`config.mk`:
```
export PLATFORM = sky130hd
export DESIGN_NAME = pbcpc_top
export DESIGN_NICKNAME = d
export VERILOG_FILES = /design/src/design/pbcpc_pkg.sv /design/src/design/pbcpc_top.sv
export SDC_FILE = /design/constraint.sdc
export NUM_CORES = 1
export LEC_CHECK = 0
export BUFFER_PORTS_ARGS = -buffer_cell sky130_fd_sc_hd__buf_2
export CAP_MARGIN = 20
export CORE_MARGIN = 2
export CORE_UTILIZATION = 53
export DETAILED_ROUTE_END_ITERATION = 8
export GPL_TIMING_DRIVEN = 0
export PLACE_DENSITY = 0.86
export SYNTH_ARGS = -nofsm -noshare
export SYNTH_HDL_FRONTEND = slang
export SYNTH_SLANG_ARGS = --single-unit
```
`constraint.sdc`:
```
create_clock -name clock_i -period 1.7 [get_ports clock_i]
set_clock_uncertainty 0.05 [all_clocks]
set_input_delay 0 -clock clock_i [delete_from_list [all_inputs] [get_ports clock_i]]
set_output_delay 0 -clock clock_i [all_outputs]
set_load 0.03 [all_outputs]
```
`src/design/pbcpc_pkg.sv`:
```
// constants for the port b / port c pin control block
// assumes an 8-bit register port and one 100 MHz clock
package pbcpc_pkg;
	localparam int unsigned ADDR_W = 4;
	localparam int unsigned DATA_W = 8;
	// register offsets on the plain register port
	localparam logic [3:0] OFS_ANALOG_SELECT_B = 4'h0;
	localparam logic [3:0] OFS_OUTPUT_LATCH_B = 4'h1;
	localparam logic [3:0] OFS_PIN_LEVEL_B = 4'h2;
	localparam logic [3:0] OFS_DIRECTION_B = 4'h3;
	localparam logic [3:0] OFS_PULLUP_ENABLE_B = 4'h4;
	localparam logic [3:0] OFS_PIN_LEVEL_C = 4'h5;
	localparam logic [3:0] OFS_OUTPUT_LATCH_C = 4'h6;
	localparam logic [3:0] OFS_DIRECTION_C = 4'h7;
	localparam logic [3:0] OFS_ALT_PIN_FUNC = 4'h8;
	localparam logic [3:0] OFS_DEVICE_CONFIG = 4'h9;
	// implemented bits and field positions
	localparam logic [7:0] ANALOG_B_MASK = 8'h3f;
	localparam int unsigned CAPTURE2_SEL_BIT = 0;
	localparam int unsigned PKG28_BIT = 0;
	localparam int unsigned DEBUG_EN_BIT = 1;
	localparam logic [7:0] ALT_PIN_MASK = 8'h01;
	localparam logic [7:0] CONFIG_MASK = 8'h03;
	// reset values
	localparam logic [7:0] RST_ANALOG_SELECT_B = 8'h3f;
	localparam logic [7:0] RST_DIRECTION = 8'hff;
	localparam logic [7:0] RST_PULLUP_B = 8'hff;
	localparam logic [7:0] RST_LATCH = 8'h00;
	localparam logic [7:0] RST_ALT_PIN = 8'h00;
	localparam logic [7:0] RST_CONFIG = 8'h01;
	localparam logic [7:0] RST_ZERO = 8'h00;
	localparam logic [2:0] RST_SYNC = 3'h0;
	// width of the priority list including the latch slot
	localparam int unsigned PRIO_W = 5;
endpackage

```
`src/design/pbcpc_top.sv`:
```
// port b and port c pin control: direction, latches, pin sampling,
// analog select of port b and output priority between peripherals.
// assumes pins are resolved outside from value and enable, and that
// the register master keeps the one-cycle strobe protocol.
`timescale 1ns/1ps
module pbcpc_top
	import pbcpc_pkg::*;
(
	input wire logic clock_i, // 100 MHz system clock
	input wire logic nrst_i, // async reset, active low
	// register port
	input wire logic [3:0] addr_i, // register offset
	input wire logic [7:0] wdata_i, // write data
	input wire logic wr_i, // write strobe
	input wire logic rd_i, // read strobe
	output logic [7:0] rdata_o, // read data, cycle after strobe
	// pins
	input wire logic [7:0] pin_b_i, // port b pin levels
	output logic [7:0] pin_b_o, // port b drive value
	output logic [7:0] pin_b_oe_o, // port b drive enable
	output logic [7:0] pullup_b_o, // port b weak pull-up on
	output logic [5:0] analog_b_o, // port b pins in analog mode
	input wire logic [7:0] pin_c_i, // port c pin levels
	output logic [7:0] pin_c_o, // port c drive value
	output logic [7:0] pin_c_oe_o, // port c drive enable
	// competing peripheral outputs
	input wire logic [15:0] seg_en_i, // display segment enables
	input wire logic [15:0] seg_val_i, // display segment values
	input wire logic [1:0] com_en_i, // display common enables
	input wire logic [1:0] com_val_i, // display common values
	input wire logic capture_compare_4_en_i, // capture/compare 4 enable
	input wire logic capture_compare_4_val_i, // capture/compare 4 value
	input wire logic ccp2_en_i, // capture/compare 2 or pwm 2a enable
	input wire logic ccp2_val_i, // capture/compare 2 or pwm 2a value
	input wire logic pwm1a_en_i, // pwm 1a enable
	input wire logic pwm1a_val_i, // pwm 1a value
	input wire logic pwm1b_en_i, // pwm 1b enable
	input wire logic pwm1b_val_i, // pwm 1b value
	input wire logic pwm1c_en_i, // pwm 1c enable
	input wire logic pwm1c_val_i, // pwm 1c value
	input wire logic pwm1d_en_i, // pwm 1d enable
	input wire logic pwm1d_val_i, // pwm 1d value
	input wire logic pwm2b_en_i, // pwm 2b enable
	input wire logic pwm2b_val_i, // pwm 2b value
	input wire logic pwm3a_en_i, // pwm 3a enable
	input wire logic pwm3a_val_i, // pwm 3a value
	input wire logic pwm3b_en_i, // pwm 3b enable
	input wire logic pwm3b_val_i, // pwm 3b value
	input wire logic prog_clk_en_i, // serial programming clock enable
	input wire logic prog_clk_val_i, // serial programming clock value
	input wire logic prog_dat_en_i, // serial programming data enable
	input wire logic prog_dat_val_i, // serial programming data value
	input wire logic dbg_clk_en_i, // debug clock enable
	input wire logic dbg_clk_val_i, // debug clock value
	input wire logic dbg_dat_en_i, // debug data enable
	input wire logic dbg_dat_val_i, // debug data value
	input wire logic timer1_osc_out_en_i, // timer1 oscillator out enable
	input wire logic timer1_osc_out_val_i, // timer1 oscillator out value
	input wire logic timer1_osc_in_en_i, // timer1 oscillator in enable
	input wire logic timer1_osc_in_val_i, // timer1 oscillator in value
	input wire logic scl_en_i, // i2c clock enable
	input wire logic scl_val_i, // i2c clock value
	input wire logic sda_en_i, // i2c data enable
	input wire logic sda_val_i, // i2c data value
	input wire logic sck_en_i, // spi clock enable
	input wire logic sck_val_i, // spi clock value
	input wire logic sdo_en_i, // serial data out enable
	input wire logic sdo_val_i, // serial data out value
	input wire logic tx_en_i, // uart transmit enable
	input wire logic tx_val_i, // uart transmit value
	input wire logic sync_clk_en_i, // synchronous serial clock enable
	input wire logic sync_clk_val_i, // synchronous serial clock value
	input wire logic sync_dat_en_i, // synchronous serial data enable
	input wire logic sync_dat_val_i // synchronous serial data value
);

	// first enabled slot wins; slot 0 is the highest priority
	function automatic logic pick(input logic [4:0] en, input logic [4:0] val);
		logic r;
		r = 1'b0;
		for (int i = PRIO_W - 1; i >= 0; i--) begin
			if (en[i]) begin
				r = val[i];
			end
		end
		return r;
	endfunction

	// three-stage sampler, a bit changes once stages 2 and 3 agree
	function automatic logic [7:0] settle(input logic [7:0] s2, input logic [7:0] s3,
		input logic [7:0] cur);
		return (s2 & s3) | (cur & (s2 ^ s3));
	endfunction

	// software registers
	logic [7:0] analog_select_b;
	logic [7:0] output_latch_b;
	logic [7:0] direction_b;
	logic [7:0] pullup_enable_b;
	logic [7:0] output_latch_c;
	logic [7:0] direction_c;
	logic [7:0] alternate_pin_function_control;
	logic [7:0] device_config;

	// pin samplers
	logic [7:0] sb1, sb2, sb3, pin_b_seen;
	logic [7:0] sc1, sc2, sc3, pin_c_seen;

	// decoded strobes
	wire logic wr_ansel = wr_i && (addr_i == OFS_ANALOG_SELECT_B);
	wire logic wr_lat_b = wr_i && ((addr_i == OFS_OUTPUT_LATCH_B) ||
		(addr_i == OFS_PIN_LEVEL_B));
	wire logic wr_dir_b = wr_i && (addr_i == OFS_DIRECTION_B);
	wire logic wr_pull_b = wr_i && (addr_i == OFS_PULLUP_ENABLE_B);
	wire logic wr_lat_c = wr_i && ((addr_i == OFS_OUTPUT_LATCH_C) ||
		(addr_i == OFS_PIN_LEVEL_C));
	wire logic wr_dir_c = wr_i && (addr_i == OFS_DIRECTION_C);
	wire logic wr_apf = wr_i && (addr_i == OFS_ALT_PIN_FUNC);
	wire logic wr_cfg = wr_i && (addr_i == OFS_DEVICE_CONFIG);

	// configuration bits
	wire logic pkg28 = device_config[PKG28_BIT];
	wire logic dbg_on = device_config[DEBUG_EN_BIT];
	wire logic ccp2_on_b = alternate_pin_function_control[CAPTURE2_SEL_BIT];

	// digital reads: analog pins read zero, their input buffer is off
	wire logic [7:0] read_pin_b = pin_b_seen & ~analog_select_b;
	wire logic [7:0] read_pin_c = pin_c_seen;

	// read mux; unmapped offsets answer zero
	logic [7:0] next_rdata;
	always_comb begin
		case (addr_i)
			OFS_ANALOG_SELECT_B: next_rdata = analog_select_b & ANALOG_B_MASK;
			OFS_OUTPUT_LATCH_B: next_rdata = output_latch_b;
			OFS_PIN_LEVEL_B: next_rdata = read_pin_b;
			OFS_DIRECTION_B: next_rdata = direction_b;
			OFS_PULLUP_ENABLE_B: next_rdata = pullup_enable_b;
			OFS_PIN_LEVEL_C: next_rdata = read_pin_c;
			OFS_OUTPUT_LATCH_C: next_rdata = output_latch_c;
			OFS_DIRECTION_C: next_rdata = direction_c;
			OFS_ALT_PIN_FUNC: next_rdata = alternate_pin_function_control;
			OFS_DEVICE_CONFIG: next_rdata = device_config;
			default: next_rdata = RST_ZERO;
		endcase
	end

	// port b output priority; 28-pin only functions gated by package bit
	logic [7:0] next_pin_b;
	assign next_pin_b[0] = pick({1'b1, 1'b0, 1'b0, capture_compare_4_en_i & pkg28, seg_en_i[0]},
		{output_latch_b[0], 2'b00, capture_compare_4_val_i, seg_val_i[0]});
	assign next_pin_b[1] = pick({1'b1, 3'b000, pwm1c_en_i & pkg28},
		{output_latch_b[1], 3'b000, pwm1c_val_i});
	assign next_pin_b[2] = pick({1'b1, 3'b000, pwm1b_en_i & pkg28},
		{output_latch_b[2], 3'b000, pwm1b_val_i});
	assign next_pin_b[3] = pick({1'b1, 3'b000, ccp2_en_i & ccp2_on_b},
		{output_latch_b[3], 3'b000, ccp2_val_i});
	assign next_pin_b[4] = pick({1'b1, 2'b00, pwm1d_en_i & pkg28, com_en_i[0]},
		{output_latch_b[4], 2'b00, pwm1d_val_i, com_val_i[0]});
	assign next_pin_b[5] = pick({1'b1, 1'b0, pwm3a_en_i, pwm2b_en_i & pkg28, com_en_i[1]},
		{output_latch_b[5], 1'b0, pwm3a_val_i, pwm2b_val_i, com_val_i[1]});
	assign next_pin_b[6] = pick({1'b1, 1'b0, seg_en_i[14], dbg_clk_en_i & dbg_on,
		prog_clk_en_i},
		{output_latch_b[6], 1'b0, seg_val_i[14], dbg_clk_val_i, prog_clk_val_i});
	assign next_pin_b[7] = pick({1'b1, 1'b0, seg_en_i[13], dbg_dat_en_i & dbg_on,
		prog_dat_en_i},
		{output_latch_b[7], 1'b0, seg_val_i[13], dbg_dat_val_i, prog_dat_val_i});

	// port c output priority
	logic [7:0] next_pin_c;
	assign next_pin_c[0] = pick({1'b1, 2'b00, pwm2b_en_i, timer1_osc_out_en_i},
		{output_latch_c[0], 2'b00, pwm2b_val_i, timer1_osc_out_val_i});
	assign next_pin_c[1] = pick({1'b1, 2'b00, ccp2_en_i & ~ccp2_on_b, timer1_osc_in_en_i},
		{output_latch_c[1], 2'b00, ccp2_val_i, timer1_osc_in_val_i});
	assign next_pin_c[2] = pick({1'b1, 2'b00, pwm1a_en_i, seg_en_i[3]},
		{output_latch_c[2], 2'b00, pwm1a_val_i, seg_val_i[3]});
	assign next_pin_c[3] = pick({1'b1, 1'b0, sck_en_i, scl_en_i, seg_en_i[6]},
		{output_latch_c[3], 1'b0, sck_val_i, scl_val_i, seg_val_i[6]});
	assign next_pin_c[4] = pick({1'b1, 2'b00, sda_en_i, seg_en_i[11]},
		{output_latch_c[4], 2'b00, sda_val_i, seg_val_i[11]});
	assign next_pin_c[5] = pick({1'b1, 2'b00, sdo_en_i, seg_en_i[10]},
		{output_latch_c[5], 2'b00, sdo_val_i, seg_val_i[10]});
	assign next_pin_c[6] = pick({1'b1, pwm3a_en_i & pkg28, sync_clk_en_i, tx_en_i,
		seg_en_i[9]},
		{output_latch_c[6], pwm3a_val_i, sync_clk_val_i, tx_val_i, seg_val_i[9]});
	assign next_pin_c[7] = pick({1'b1, 1'b0, pwm3b_en_i & pkg28, sync_dat_en_i,
		seg_en_i[8]},
		{output_latch_c[7], 1'b0, pwm3b_val_i, sync_dat_val_i, seg_val_i[8]});

	// drivers follow direction only; analog select does not gate outputs
	wire logic [7:0] next_oe_b = ~direction_b;
	wire logic [7:0] next_oe_c = ~direction_c;
	// pull-ups drop automatically while a pin drives
	wire logic [7:0] next_pullup_b = pullup_enable_b & direction_b;

	// control registers
	always_ff @(posedge clock_i or negedge nrst_i) begin
		if (!nrst_i) begin
			analog_select_b <= RST_ANALOG_SELECT_B;
			direction_b <= RST_DIRECTION;
			direction_c <= RST_DIRECTION;
			output_latch_b <= RST_LATCH;
			output_latch_c <= RST_LATCH;
			pullup_enable_b <= RST_PULLUP_B;
			alternate_pin_function_control <= RST_ALT_PIN;
			device_config <= RST_CONFIG;
		end else begin
			if (wr_ansel) begin
				analog_select_b <= wdata_i & ANALOG_B_MASK;
			end
			if (wr_lat_b) begin
				output_latch_b <= wdata_i;
			end
			if (wr_dir_b) begin
				direction_b <= wdata_i;
			end
			if (wr_pull_b) begin
				pullup_enable_b <= wdata_i;
			end
			if (wr_lat_c) begin
				output_latch_c <= wdata_i;
			end
			if (wr_dir_c) begin
				direction_c <= wdata_i;
			end
			if (wr_apf) begin
				alternate_pin_function_control <= wdata_i & ALT_PIN_MASK;
			end
			if (wr_cfg) begin
				device_config <= wdata_i & CONFIG_MASK;
			end
		end
	end

	// pin samplers; stage one feeds stage two only
	always_ff @(posedge clock_i or negedge nrst_i) begin
		if (!nrst_i) begin
			sb1 <= RST_ZERO;
			sb2 <= RST_ZERO;
			sb3 <= RST_ZERO;
			pin_b_seen <= RST_ZERO;
			sc1 <= RST_ZERO;
			sc2 <= RST_ZERO;
			sc3 <= RST_ZERO;
			pin_c_seen <= RST_ZERO;
		end else begin
			sb1 <= pin_b_i;
			sb2 <= sb1;
			sb3 <= sb2;
			pin_b_seen <= settle(sb2, sb3, pin_b_seen);
			sc1 <= pin_c_i;
			sc2 <= sc1;
			sc3 <= sc2;
			pin_c_seen <= settle(sc2, sc3, pin_c_seen);
		end
	end

	// registered outputs; read data stands one cycle after the strobe
	always_ff @(posedge clock_i or negedge nrst_i) begin
		if (!nrst_i) begin
			rdata_o <= RST_ZERO;
			pin_b_o <= RST_ZERO;
			pin_b_oe_o <= RST_ZERO;
			pullup_b_o <= RST_ZERO;
			analog_b_o <= RST_ANALOG_SELECT_B[5:0];
			pin_c_o <= RST_ZERO;
			pin_c_oe_o <= RST_ZERO;
		end else begin
			rdata_o <= rd_i ? next_rdata : RST_ZERO;
			pin_b_o <= next_pin_b;
			pin_b_oe_o <= next_oe_b;
			pullup_b_o <= next_pullup_b;
			analog_b_o <= analog_select_b[5:0];
			pin_c_o <= next_pin_c;
			pin_c_oe_o <= next_oe_c;
		end
	end

endmodule

```
==> results.rst <==
.. list-table::
   :header-rows: 1

   * - Metric
     - Value
   * - Run status
     - finished, final reports clean
   * - Highest achievable clock rate
     - between 600 and 700 MHz
   * - Dominant synthesized flop cell
     - sky130_fd_sc_hd__dfrtp_1
   * - Antenna diode count
     - 0
   * - Power Internal
     - 7.80 mW
   * - Headroom to the max-slew limit
     - 40.1%
   * - Pins Over Slew Limit
     - 0
   * - Ports
     - ~170
   * - Global Route Usage Sum
     - between 20% and 30%
   * - Number of search-and-repair iterations in the first detailed-routing pass
     - 5
   * - Time the final worst path needs with I/O delays and setup
     - 1640 ps
   * - Worst Tran Pin Value
     - 899 ps
   * - Total congestion overflow after global routing
     - 0
   * - Critical register-to-register path startpoint
     - alternate_pin_function_control[0]$_DFFE_PN0P_
   * - Clock network fraction of design power
     - 34.1%
   * - Classification of the worst setup path
     - in2reg
   * - Post-synthesis instance area
     - between 6000 and 7000 µm²
   * - Detailed router's first-iteration violation count
     - around 300
   * - Cells taking the most area after synthesis
     - sky130_fd_sc_hd__dfrtp_1 (51%), sky130_fd_sc_hd__dfstp_2 (15%), sky130_fd_sc_hd__mux2_2 (6.5%), sky130_fd_sc_hd__ha_1 (3.1%), sky130_fd_sc_hd__o21ai_0 (2.6%)
   * - Critical path's slowest cell
     - sky130_fd_sc_hd__dlygate4sd3_1
   * - CP required
     - ~2000 ps
   * - Antenna viol nets, final
     - 0
   * - Number of global-route vias before repair
     - around 5000
   * - Sequential-to-total area share from yosys stat
     - 65.7%
   * - Average cell area after synthesis
     - roughly 14 µm²
   * - CTS sink count
     - ~170
   * - Cell family with the largest share of critical-path delay
     - buffers and inverters
   * - Net Sw Frac
     - between 20% and 30%
   * - Fill cell total of the finished layout
     - around 770
   * - Power Density
     - about 1200 nW/µm²
   * - Count of unique library cells instantiated by Yosys
     - 49
   * - Global-route wire length before repair
     - ~26 mm
   * - CTS Buf Count
     - 17
   * - Net count of the finished layout
     - between 800 and 900
   * - Post-place instance area
     - 7390 µm²
   * - Pin count of the biggest net entering global routing
     - 101
   * - FF/Latch Area
     - 4230 µm²
   * - Die Height
     - around 110 µm
   * - Endpoint of the most critical register-to-register path
     - pin_c_o[1]$_DFF_PN0_
   * - Post-Synthesis Net Count
     - roughly 600
   * - Post-synthesis cell count
     - 469
   * - Hold Violations, Final
     - 0
   * - Clock slew at the register clock pins of the worst setup and hold paths
     - 60 ps
   * - Post-Layout Inst Area
     - between 8000 and 9000 µm²
   * - Number of synthesized register bits
     - about 170
   * - Detailed-route DRC error count
     - 0
   * - Area taken by multi-input logic gates
     - roughly 2000 µm²
   * - Critical path peak fanout
     - 1
   * - Leading cell type in the layout, fill and taps excluded
     - sky130_fd_sc_hd__buf_2
   * - Hold crit path type
     - in2reg
   * - Via density per instance
     - about 5.4
   * - Worst path arrival time
     - 1900 ps
   * - Critical path endpoint category
     - flop
   * - Detailed-route wire length
     - approximately 17 mm
   * - Most used cell along the critical path
     - sky130_fd_sc_hd__dlygate4sd3_1
   * - CP Depth
     - 6
   * - Core Region
     - 11900 µm²
   * - Total number of H-tree levels
     - 4
   * - Largest incremental delay on the critical path
     - about 580 ps
   * - Portion of synthesized cell area occupied by the leading cell type
     - around half
   * - Worst setup timing slack at the placement stage
     - -210 ps
   * - WP buf/inv
     - 4
   * - Postcts setup bufs
     - 0
   * - Kind of start point of the critical path
     - input port
   * - Launch point of the critical path
     - timer1_osc_in_val_i
   * - Number of rows created at floorplan
     - 40
   * - Fraction of final layout cells sized beyond drive strength 1
     - 38.8%
   * - Clock tree from TritonCTS
     - yes
   * - Part of the cycle the worst path needs
     - between 90 and 100%
   * - Net switching power
     - approximately 3.1 mW
   * - Initial core utilization
     - about 54%
   * - Weighted congestion at the end of routability-driven global placement
     - 0.891
   * - Total Power Consumption
     - about 11 mW
   * - Number of antenna violations at the first check in global routing
     - 1
   * - Count of vias placed by the detailed router
     - 4748
   * - Capture point of the critical path
     - pin_c_o[1]$_DFF_PN0_
   * - Leading cell types in the layout, fill and taps excluded
     - sky130_fd_sc_hd__buf_2 (154), sky130_fd_sc_hd__dfrtp_1 (130), sky130_fd_sc_hd__dlygate4sd3_1 (80)
   * - Number of synthesized flops with an enable pin
     - 0
   * - Cells along the critical path
     - dlygate4sd3_1 -> buf_2 -> nand2_1 -> dlygate4sd3_1 -> o21ai_0 -> dlygate4sd3_1
   * - Worst Reg2Reg Path Length in Cells
     - 4
   * - Overall die area
     - ~13000 µm²
   * - Largest area contributor in the synthesized netlist
     - sky130_fd_sc_hd__dfrtp_1
   * - Reg power frac
     - between 40 and 50%
   * - Die Span X
     - ~110 µm
   * - Unrepaired setup endpoints after global routing
     - no
   * - Insertion delay to the later sink of the worst-skew pair
     - roughly 430 ps
   * - Leakage power summed over all cells
     - ~4.2 nW
   * - IR drop worst, VDD
     - just over 0.9 mV
   * - Port Buffer Count
     - ~150
   * - Combinational cell fraction of total power
     - 18.8%
   * - HPWL Detailed
     - 10.8 mm
   * - Core occupancy in the finished layout
     - approximately three quarters
   * - Worst Slack Setup Final
     - 61.8 ps
   * - Wire per inst
     - roughly 20 µm
   * - Share of flip-flops with an asynchronous set or reset
     - 100%
   * - Count of synthesis-stage warnings from yosys
     - 0
   * - Reg-to-reg slack, setup
     - about 70 ps
   * - Worst-case clock buffer depth
     - 2
   * - Master cell of the clock root buffer
     - sky130_fd_sc_hd__clkbuf_16
   * - Area growth, synth to finish
     - 36.5%
   * - Setup-violating endpoint count in the final report
     - 0
   * - Number of max-cap violations
     - 0
   * - Worst hold path startpoint
     - addr_i[2]
worst min-delay path by stage:
stage               cells past startpoint                                             to  slack, ps
floorplan                               0  alternate_pin_function_control[0]$_DFFE_PN0P_       -350
global placement                        1                               sb1[0]$_DFF_PN0_         60
detailed placement                      1                               sc1[0]$_DFF_PN0_         60
CTS                                     5                           pin_c_o[6]$_DFF_PN0_         10
global route                            4                           pin_c_o[7]$_DFF_PN0_         30
finish                                  4                     direction_c[0]$_DFFE_PN1P_          9
cells in the mapped netlist (2+ instances only):
library cell and count:
sky130_fd_sc_hd__nand3_1 8, sky130_fd_sc_hd__dfrtp_1 130, sky130_fd_sc_hd__a21o_1 18, sky130_fd_sc_hd__buf_2 6, sky130_fd_sc_hd__buf_6 2, sky130_fd_sc_hd__a22oi_1 3, sky130_fd_sc_hd__nor2b_1 8, sky130_fd_sc_hd__nand2b_1 2
sky130_fd_sc_hd__nor2b_4 2, sky130_fd_sc_hd__a221oi_1 2, sky130_fd_sc_hd__nand2_1 40, sky130_fd_sc_hd__a21oi_1 15, sky130_fd_sc_hd__o22ai_1 2, sky130_fd_sc_hd__mux2_4 8, sky130_fd_sc_hd__a221o_1 2, sky130_fd_sc_hd__nand3_2 2
sky130_fd_sc_hd__o21ai_0 34, sky130_fd_sc_hd__a31oi_1 8, sky130_fd_sc_hd__dfstp_2 37, sky130_fd_sc_hd__mux2_2 37, sky130_fd_sc_hd__a22o_1 2, sky130_fd_sc_hd__mux2i_1 16, sky130_fd_sc_hd__buf_4 2, sky130_fd_sc_hd__nand3b_1 3
sky130_fd_sc_hd__ha_1 16, sky130_fd_sc_hd__inv_1 21, sky130_fd_sc_hd__a2bb2oi_1 2, sky130_fd_sc_hd__and2_1 9, sky130_fd_sc_hd__a32o_1 2, sky130_fd_sc_hd__clkbuf_1 5, sky130_fd_sc_hd__nor2_1 4, sky130_fd_sc_hd__and3_1 4
metal layers:
layer,vias to the layer above,wire (µm),GRT usage [%]
met3,46,1080,7.73
met5,-,13,0
met1,2335,7100,33.4
met4,2,464,12.2
met2,214,8500,45.6
li1,2151,-,-
repair_timing:
action | 4_1_cts | 5_1_grt
resized for setup | 0 | 1
hold endpoints to repair | 166 | 0
endpoints found under the setup margin | 1 | 2
pin swaps | 0 | 0
hold buffers | 80 | 0
stage by stage:
step	TNS [ps]	hold WS, ps	instances
detailed placement	-2380	59.3	766
global route	0	27.3	877
finish	0	9.49	877
CTS	0	11.2	877
global placement	-249890	57.6	765
floorplan	0	-346	469
power groups by stage:
stage | Combinational, mW | Sequential [mW] | Clock (mW)
after floorplan | 0.742 | 5.51 | 0
after global placement | 1.80 | 5.13 | 0
after detailed placement | 1.87 | 5.17 | 0
after CTS | 2.03 | 5.13 | 3.79
after global routing | 2.19 | 5.20 | 3.98
final | 2.05 | 5.14 | 3.72
tightest hold or removal path, stage by stage:
cell                      delay [ps]
sky130_fd_sc_hd__buf_2           140
sky130_fd_sc_hd__nor3b_4         200
sky130_fd_sc_hd__nand2_1          70
sky130_fd_sc_hd__o21ai_0          70
cell families (layout without fill, tap and decap cells):
logic type | Yosys count | after routing | synth area share, %
flip-flops | 167 | 167 | 65.7
AND/OR/NAND/NOR | 91 | 91 | 7.73
adder cells (fa/ha/maj) | 16 | 16 | 3.11
multiplexers | 62 | 62 | 11.2
AO/OA/AOI/OAI | 97 | 97 | 9.66
buffers and inverters | 36 | 297 | 2.57
layout make-up:
type,count,area share [%]
Clock inverter,9,1.07
Clock buffer,23,5.56
Buffer,14,0.941
Tap cell,147,2.10
Timing Repair Buffer,230,18.0
Sequential cell,167,48.1
Inverter,21,0.898
Multi-Input combinational cell,266,23.3
Power figures use the tool's default switching activity.
